==> src/verilog/sbsr_consts.svh <==
// Constants of the status byte and service request block
//
// Overview of operation
// - Summary bits B0,B2,B3,B4,B5,B7 follow their summary inputs, never latched.
// - Reading the standard event register clears it, dropping the event summary bit.
// - B0 is high while the measurement set reports an enabled event.
// - B2 is high while the error queue holds a message, else low.
// - B3 is high while the questionable set reports an enabled event.
// - B4 is high while the output queue holds a response, else low.
// - B5 is high while the standard event set reports an enabled event.
// - B7 is high while the operation set reports an enabled event.
// - B6 is the OR of each summary bit ANDed with its mask bit.
// - B6 reads as request-service on a poll, master summary on a query.
// - Status byte and 8-bit mask; host writes mask and reads it back.
// - Mask is zero after power-up and after a write of zero.
// - Each register is readable by query, returning which bits are set.
// - Read-back value is bit-weighted, B0 the least significant digit.
// - Read-back format is binary, decimal, hex or octal; decimal by default.
// - Non-decimal read-back carries header #B, #H or #Q.
// - A rising enabled summary bit sets request-service and raises a request.
// - A serial poll clears request-service; master summary stays while bits set.
// - At power-up every register is zero and both queues are empty.
`ifndef SBSR_CONSTS_SVH
`define SBSR_CONSTS_SVH

// Status byte bit positions
`define SB_MEAS     0
`define SB_UNUSED   1
`define SB_ERR      2
`define SB_QUES     3
`define SB_MSG      4
`define SB_STD      5
`define SB_SERVICE  6
`define SB_OPER     7

`define BYTE_W      8
`define TEXT_LEN    10
`define MASK_RESET  8'h00

// Text characters of the read-back
`define CH_HASH     8'h23
`define CH_BIN      8'h42
`define CH_HEX      8'h48
`define CH_OCT      8'h51
`define CH_ZERO     8'h30
`define CH_ALPHA    8'h37
`define HDR_LEN     2
`define DEC_DIGITS  3
`define RADIX_DEC   10
`define RADIX_BIN_K 1
`define RADIX_OCT_K 3
`define RADIX_HEX_K 4

`endif

==> src/verilog/sbsr_pkg.sv <==
// Types of the status byte and service request block
`include "sbsr_consts.svh"
package sbsr_pkg;

   typedef enum logic [2:0] {
      SBSR_CMD_NOP,
      SBSR_CMD_MASK_WRITE,
      SBSR_CMD_MASK_QUERY,
      SBSR_CMD_STATUS_QUERY,
      SBSR_CMD_STD_QUERY,
      SBSR_CMD_POLL,
      SBSR_CMD_FORMAT_SET
   } sbsr_cmd_op_t;

   typedef enum logic [1:0] {
      SBSR_FMT_DEC,
      SBSR_FMT_HEX,
      SBSR_FMT_OCT,
      SBSR_FMT_BIN
   } sbsr_fmt_t;

   typedef struct packed {
      logic operation_summary;
      logic standard_event_summary;
      logic output_message_ready;
      logic questionable_summary;
      logic error_queue_nonempty;
      logic measurement_summary;
   } sbsr_summary_t;

   typedef struct packed {
      sbsr_cmd_op_t              op;
      logic [`BYTE_W-1:0]        data;
   } sbsr_cmd_t;

   typedef struct packed {
      logic [`TEXT_LEN-1:0][7:0] ch;
      logic [3:0]                len;
   } sbsr_text_t;

endpackage

==> src/verilog/sbsr_status_byte.sv <==
// Status byte, service request mask, request flag and formatted read-back
`timescale 1ns/100ps
`default_nettype none
`include "sbsr_consts.svh"

module sbsr_status_byte
   import sbsr_pkg::*;
#(
   parameter int unsigned BYTE_W = `BYTE_W
) (
   input  wire logic                 sys_clk_in,
   input  wire logic                 rst_n_in,
   input  wire sbsr_summary_t        summary_in,
   input  wire logic [BYTE_W-1:0]    std_event_value_in,
   input  wire logic                 cmd_valid_in,
   input  wire sbsr_cmd_t            cmd_in,
   output logic                      cmd_ready_out,
   output logic                      rsp_valid_out,
   input  wire logic                 rsp_ready_in,
   output logic [7:0]                rsp_char_out,
   output logic                      rsp_last_out,
   output logic                      poll_valid_out,
   output logic [BYTE_W-1:0]         poll_byte_out,
   output logic                      std_event_clear_out,
   output logic [BYTE_W-1:0]         status_summary_byte_out,
   output logic [BYTE_W-1:0]         service_request_mask_out,
   output logic                      master_summary_flag_out,
   output logic                      srq_out
);

   if (BYTE_W != `BYTE_W) begin
      $error("sbsr_status_byte serves only an 8-bit status byte");
   end

   // ==========================================================
   // Summary byte
   // ==========================================================
   logic [BYTE_W-1:0] summ_bits;
   logic [BYTE_W-1:0] enabled_bits;
   logic              master_summary_flag;
   logic [BYTE_W-1:0] service_request_mask_q;
   logic [BYTE_W-1:0] service_request_mask_d;

   always_comb begin
      summ_bits              = '0;
      summ_bits[`SB_MEAS]    = summary_in.measurement_summary;
      summ_bits[`SB_UNUSED]  = 1'b0;
      summ_bits[`SB_ERR]     = summary_in.error_queue_nonempty;
      summ_bits[`SB_QUES]    = summary_in.questionable_summary;
      summ_bits[`SB_MSG]     = summary_in.output_message_ready;
      summ_bits[`SB_STD]     = summary_in.standard_event_summary;
      summ_bits[`SB_OPER]    = summary_in.operation_summary;
   end

   // B6 itself never feeds its own OR
   always_comb begin
      enabled_bits          = summ_bits & service_request_mask_q;
      enabled_bits[`SB_SERVICE] = 1'b0;
      enabled_bits[`SB_UNUSED] = 1'b0;
      master_summary_flag   = |enabled_bits;
   end

   // ==========================================================
   // Mask, format and request flag
   // ==========================================================
   sbsr_fmt_t         fmt_q;
   sbsr_fmt_t         fmt_d;
   logic [BYTE_W-1:0] enabled_prev_q;
   logic [BYTE_W-1:0] enabled_prev_d;
   logic              request_service_flag_q;
   logic              request_service_flag_d;
   logic              cmd_take;
   logic              rise_any;
   logic              poll_take;

   assign cmd_take  = cmd_valid_in && cmd_ready_out;
   assign poll_take = cmd_take && (cmd_in.op == SBSR_CMD_POLL);
   assign rise_any  = |(enabled_bits & ~enabled_prev_q);

   always_comb begin
      service_request_mask_d = service_request_mask_q;
      fmt_d                  = fmt_q;
      enabled_prev_d         = enabled_bits;
      request_service_flag_d = request_service_flag_q;
      if (cmd_take && cmd_in.op == SBSR_CMD_MASK_WRITE) begin
         service_request_mask_d = cmd_in.data;
      end
      if (cmd_take && cmd_in.op == SBSR_CMD_FORMAT_SET) begin
         fmt_d = sbsr_fmt_t'(cmd_in.data[1:0]);
      end
      if (poll_take) begin
         request_service_flag_d = 1'b0;
      end
      // A new rising bit wins over the poll's clear
      if (rise_any) begin
         request_service_flag_d = 1'b1;
      end
   end

   always_ff @(posedge sys_clk_in or negedge rst_n_in) begin
      if (!rst_n_in) begin
         service_request_mask_q <= `MASK_RESET;
         fmt_q                  <= SBSR_FMT_DEC;
         enabled_prev_q         <= '0;
         request_service_flag_q <= 1'b0;
      end else begin
         service_request_mask_q <= service_request_mask_d;
         fmt_q                  <= fmt_d;
         enabled_prev_q         <= enabled_prev_d;
         request_service_flag_q <= request_service_flag_d;
      end
   end

   // ==========================================================
   // Read-back text
   // ==========================================================
   function automatic logic [7:0] digit_char(input logic [3:0] d);
      if (d < 4'ha) begin
         digit_char = `CH_ZERO + {4'h0, d};
      end else begin
         digit_char = `CH_ALPHA + {4'h0, d};
      end
   endfunction

   // Bit-weighted value, most significant digit first, no leading zeros
   function automatic sbsr_text_t render(input logic [7:0] v,
                                         input sbsr_fmt_t  f);
      sbsr_text_t       t;
      logic [7:0][3:0]  dg;
      logic [7:0]       msk;
      int unsigned      k;
      int unsigned      n;
      int unsigned      h;
      t   = '0;
      dg  = '0;
      msk = 8'h00;
      k   = 0;
      n   = 1;
      h   = 0;
      case (f)
         SBSR_FMT_BIN: begin
            k = `RADIX_BIN_K;
         end
         SBSR_FMT_OCT: begin
            k = `RADIX_OCT_K;
         end
         SBSR_FMT_HEX: begin
            k = `RADIX_HEX_K;
         end
         default: begin
            k = 0;
         end
      endcase
      if (k == 0) begin
         dg[0] = 4'(v % `RADIX_DEC);
         dg[1] = 4'((v / `RADIX_DEC) % `RADIX_DEC);
         dg[2] = 4'(v / (`RADIX_DEC * `RADIX_DEC));
         if (dg[2] != 4'h0) begin
            n = `DEC_DIGITS;
         end else if (dg[1] != 4'h0) begin
            n = `DEC_DIGITS - 1;
         end
      end else begin
         msk = 8'((1 << k) - 1);
         for (int i = 0; i < 8; i++) begin
            dg[i] = 4'((v >> (i * k)) & msk);
            if (dg[i] != 4'h0) begin
               n = i + 1;
            end
         end
         t.ch[0] = `CH_HASH;
         case (f)
            SBSR_FMT_BIN: begin
               t.ch[1] = `CH_BIN;
            end
            SBSR_FMT_OCT: begin
               t.ch[1] = `CH_OCT;
            end
            default: begin
               t.ch[1] = `CH_HEX;
            end
         endcase
         h = `HDR_LEN;
      end
      for (int j = 0; j < 8; j++) begin
         if (j < n) begin
            t.ch[h + j] = digit_char(dg[n - 1 - j]);
         end
      end
      t.len = 4'(h + n);
      return t;
   endfunction

   // ==========================================================
   // Command decode and response sender
   // ==========================================================
   typedef enum logic {
      SBSR_ST_IDLE,
      SBSR_ST_SEND
   } sbsr_state_t;

   sbsr_state_t       state_q;
   sbsr_state_t       state_d;
   sbsr_text_t        text_q;
   sbsr_text_t        text_d;
   logic [3:0]        idx_q;
   logic [3:0]        idx_d;
   logic [7:0]        char_q;
   logic [7:0]        char_d;
   logic              last_q;
   logic              last_d;
   logic              poll_valid_q;
   logic              poll_valid_d;
   logic [BYTE_W-1:0] poll_byte_q;
   logic [BYTE_W-1:0] poll_byte_d;
   logic              std_clear_q;
   logic              std_clear_d;
   logic [BYTE_W-1:0] qry_val;
   logic              qry_take;
   sbsr_text_t        qry_text;

   always_comb begin
      qry_take = 1'b0;
      qry_val  = '0;
      case (cmd_in.op)
         SBSR_CMD_STATUS_QUERY: begin
            qry_take = cmd_take;
            qry_val  = summ_bits;
            qry_val[`SB_SERVICE] = master_summary_flag;
         end
         SBSR_CMD_MASK_QUERY: begin
            qry_take = cmd_take;
            qry_val  = service_request_mask_q;
         end
         SBSR_CMD_STD_QUERY: begin
            qry_take = cmd_take;
            qry_val  = std_event_value_in;
         end
         default: begin
            qry_take = 1'b0;
         end
      endcase
      qry_text = render(qry_val, fmt_q);
   end

   always_comb begin
      state_d      = state_q;
      text_d       = text_q;
      idx_d        = idx_q;
      char_d       = char_q;
      last_d       = last_q;
      poll_valid_d = 1'b0;
      poll_byte_d  = poll_byte_q;
      std_clear_d  = 1'b0;
      case (state_q)
         SBSR_ST_IDLE: begin
            if (qry_take) begin
               state_d = SBSR_ST_SEND;
               text_d  = qry_text;
               idx_d   = 4'h0;
               char_d  = qry_text.ch[0];
               last_d  = (qry_text.len == 4'h1);
               std_clear_d = (cmd_in.op == SBSR_CMD_STD_QUERY);
            end
            if (poll_take) begin
               poll_valid_d = 1'b1;
               poll_byte_d  = summ_bits;
               poll_byte_d[`SB_SERVICE] = request_service_flag_q;
            end
         end
         SBSR_ST_SEND: begin
            if (rsp_ready_in) begin
               if (last_q) begin
                  state_d = SBSR_ST_IDLE;
               end else begin
                  idx_d  = idx_q + 4'h1;
                  char_d = text_q.ch[idx_q + 4'h1];
                  last_d = ((idx_q + 4'h2) == text_q.len);
               end
            end
         end
         default: begin
            state_d = SBSR_ST_IDLE;
         end
      endcase
   end

   always_ff @(posedge sys_clk_in or negedge rst_n_in) begin
      if (!rst_n_in) begin
         state_q      <= SBSR_ST_IDLE;
         text_q       <= '0;
         idx_q        <= 4'h0;
         char_q       <= 8'h00;
         last_q       <= 1'b0;
         poll_valid_q <= 1'b0;
         poll_byte_q  <= '0;
         std_clear_q  <= 1'b0;
      end else begin
         state_q      <= state_d;
         text_q       <= text_d;
         idx_q        <= idx_d;
         char_q       <= char_d;
         last_q       <= last_d;
         poll_valid_q <= poll_valid_d;
         poll_byte_q  <= poll_byte_d;
         std_clear_q  <= std_clear_d;
      end
   end

   assign cmd_ready_out            = (state_q == SBSR_ST_IDLE);
   assign rsp_valid_out            = (state_q == SBSR_ST_SEND);
   assign rsp_char_out             = char_q;
   assign rsp_last_out             = last_q;
   assign poll_valid_out           = poll_valid_q;
   assign poll_byte_out            = poll_byte_q;
   assign std_event_clear_out      = std_clear_q;
   assign service_request_mask_out = service_request_mask_q;
   assign master_summary_flag_out  = master_summary_flag;
   assign srq_out                  = request_service_flag_q;
   always_comb begin
      status_summary_byte_out              = summ_bits;
      status_summary_byte_out[`SB_SERVICE] = master_summary_flag;
   end
endmodule
`default_nettype wire
==> config.mk <==
export PLATFORM = sky130hd
export DESIGN_NAME = sbsr_status_byte
export DESIGN_NICKNAME = d
export VERILOG_FILES = /design/src/verilog/sbsr_pkg.sv /design/src/verilog/sbsr_status_byte.sv
export VERILOG_INCLUDE_DIRS = /design/src /design/src/verilog
export SDC_FILE = /design/constraint.sdc
export NUM_CORES = 1
export LEC_CHECK = 0
export BUFFER_PORTS_ARGS = -buffer_cell sky130_fd_sc_hd__buf_2
export CAP_MARGIN = 15
export CORE_ASPECT_RATIO = 1.75
export CORE_MARGIN = 2
export CORE_UTILIZATION = 30
export CTS_BUF_LIST = sky130_fd_sc_hd__clkbuf_4
export CTS_CLUSTER_SIZE = 20
export DETAILED_ROUTE_END_ITERATION = 10
export HOLD_SLACK_MARGIN = 0.08
export PLACE_DENSITY_LB_ADDON = 0.25
export REMOVE_ABC_BUFFERS = 1
export SYNTH_ARGS = -nofsm -noshare
export SYNTH_HDL_FRONTEND = slang
export SYNTH_SLANG_ARGS = --single-unit
export TNS_END_PERCENT = 20
==> constraint.sdc <==
create_clock -name sys_clk_in -period 10.75 [get_ports sys_clk_in]
set_input_delay 1.6125 -clock sys_clk_in [delete_from_list [all_inputs] [get_ports sys_clk_in]]
set_output_delay 1.6125 -clock sys_clk_in [all_outputs]
set_load 0.05 [all_outputs]
==> metrics.txt <==
final total negative setup slack 0 ns; outcome finished, final reports clean; final hold viol count 0; clk slew on worst S/H paths approximately 0.1 ns; synth top area cells dfrtp_1 (28%), nand2_1 (5.7%), o21ai_0 (4.8%); fmax roughly 100 MHz; number of distinct library cells after synthesis slightly above 100; Die X between 100 and 150 microns; startpoint types input pin; H-tree depth 4; Async S/R FF share, synth 100%; Final Critical Period about 10 ns; top_reg_cell synth dfrtp_1; Reg area between 2000 and 3000 sq um; maximum clock path buffer count 2; Synth Register Bits approximately 110; Synth Area per Inst between 8 and 9 sq um; CTS tree yes; Antenna Nets Post-Route 0; Pre-antenna DRT Iters 5; unrepaired setup endpoints after global routing false; worst endpoint required time about 11 ns; DR iter-0 viols 606; fill count approximately 3.5k; Area Overhead vs Synth 9.19%; WL per Instance 21.9 microns; DR vias/cell around 5.9; CTS Sinks roughly 110; crit share post-route between 90 and 100%; crit-path max FO 23; total CTS buffers 17; Vias ~9.7k; first-pass GRT wire length 56400 microns; DRC Markers 0; Hold Crit Class flop to flop; slowest CP cell xnor2_1; Setup CP Type input pin to flop; Slew Viols, Final 0; Final setup viols 0; vias in the first global route roughly 10k; Mapped Area around 10000 sq um; clock latency reported for the late side of the worst-skew pair slightly below 0.6 ns; Synth Instances 1202; GPL Wtd Cong 0.912; chip height between 200 and 250 microns; core area roughly 33000 sq um; Synth top cells by count nand2_1 (153), dfrtp_1 (113), o21ai_0 (95), a21oi_1 (71), nor2_1 (71); slowest stage delay, CP between 0.6 and 0.7 ns; detailed-route wire length about 36000 microns; share of cells above drive strength 1 between 15 and 20%; port bufs between 60 and 70; DP HPWL 28100 microns; # IOs between 60 and 70; max_cap viols 0; critical path's top delay family compound AO/OA/AOI/OAI gates; number of flops mapped to enable cells by yosys 0; die footprint roughly 35000 sq um; Clock Skew around 0.018 ns; # rows 88; Slew @ Worst Pin 1.09 ns; pin count of the biggest net entering global routing 86; Resize count post-CTS 0; count leader, synth nand2_1; Post-CTS Setup Repair Bufs 0; CTS Hold Bufs 0; area of the multi-input gates 6600 sq um; Final nets roughly 1.3k; area leader, netlist dfrtp_1; Total GRT Usage 21.0%; initial antenna violation count 1; Slew HR between 20% and 30%; crit path capture type flop; Yosys top cell area share 28.3%; Buf/Inv on CP 7; total gr overflow 0; root buffer cell clkbuf_4; sequential fraction of the synthesis area 28.3%; Yosys warnings 0; Initial Utilization 30.4%; CP arrival 10.41 ns
[through the flow]
stage	setup slack [ns]	instance area, sq um	util [%]	cells	hold WS (ns)
2_1_floorplan	0.0549	9600	-	1120	0.441
3_3_place_gp	0.400	10700	32.4	1621	0.456
3_5_place_dp	0.306	10700	32.4	1621	0.465
4_1_cts	0.931	10900	33.1	1653	0.488
5_1_grt	0.132	10900	33.2	1655	0.495
6_report	0.792	10900	33.2	1655	0.486
[state kept, by name, summed over array words and instances, names as in the netlist]
register                  cells
text_q                       74
service_request_mask_out      8
poll_byte_out                 7
rsp_char_out                  7
enabled_prev_q                6
idx_q                         4
fmt_q                         2
poll_valid_out                1
rsp_last_out                  1
rsp_valid_out                 1
srq_out                       1
std_event_clear_out           1
[cell usage in the layout (no fill, tap or decap), types with 10 or more instances in the layout]
cell,instances
nand4_1,12
a22o_1,15
dfrtp_1,113
nand2b_1,13
ha_1,35
mux4_2,16
mux2_2,26
a31oi_1,18
inv_1,41
nor2b_1,12
o21ai_1,17
a21oi_1,71
buf_4,33
nor4_1,10
nand2_1,153
xnor2_1,18
nor2_1,70
buf_2,64
o21ai_0,94
o211ai_1,17
nand3_1,28
o21a_1,13
clkbuf_4,21
xor2_1,10
mux2i_1,38
o31ai_1,13
nor3_1,43
and2_1,15
a21o_1,13
[metal layers]
layer,GRT usage (%),wire length [microns]
met5,0,0
met3,2.67,1190
met1,20.9,12900
met2,39.6,19600
met4,14.8,2580
[tightest hold or removal path, cell delays in order (launching register included)]
cell     delay [ns]
dfrtp_1        0.36
nand2_1        0.05
nand2_1        0.05
[area by class of cell]
cell class | instances | area share [%]
sequential | 113 | 25.9
tap | 405 | 4.64
timing repair buffer | 97 | 5.20
clock inverter | 11 | 0.608
clock buffer | 21 | 1.44
inverter | 48 | 1.67
antenna | 1 | 0.0229
multi-input combinational | 959 | 60.5
[logic make-up (layout without fill, tap and decap cells)]
| logic type | after synthesis | in the layout | synth area share [%] |
|---|---|---|---|
| xor gates and xnor gates | 28 | 28 | 2.45 |
| buffers and inverters | 132 | 177 | 5.87 |
| AOI/OAI and AO/OA | 393 | 393 | 27.5 |
| adders and majority gates | 35 | 35 | 4.38 |
| other | 1 | 4 | 0.0375 |
| DFF | 113 | 113 | 28.3 |
| muxes | 82 | 82 | 10.6 |
| and+or+nand+nor | 418 | 418 | 20.9 |
[worst paths after layout]
check / depth (start not counted) / end / from / slack [ns]
max: 38 / text_q[22]$_DFFE_PN0P_ / cmd_in[10] / 0.79
min: 2 / text_q[49]$_DFFE_PN0P_ / text_q[49]$_DFFE_PN0P_ / 0.49
max reg2reg: 36 / text_q[22]$_DFFE_PN0P_ / service_request_mask_out[2]$_DFFE_PN0P_ / 1.52
min reg2reg: 2 / text_q[49]$_DFFE_PN0P_ / text_q[49]$_DFFE_PN0P_ / 0.49
max in group asynchronous: 2 / text_q[45]$_DFFE_PN0P_ / rst_n_in / 8.35
min in group asynchronous: 1 / service_request_mask_out[5]$_DFFE_PN0P_ / rst_n_in / 1.07
Power is not shown: default switching activity piles up to over one toggle a cycle in this logic, so the estimate is an artifact.
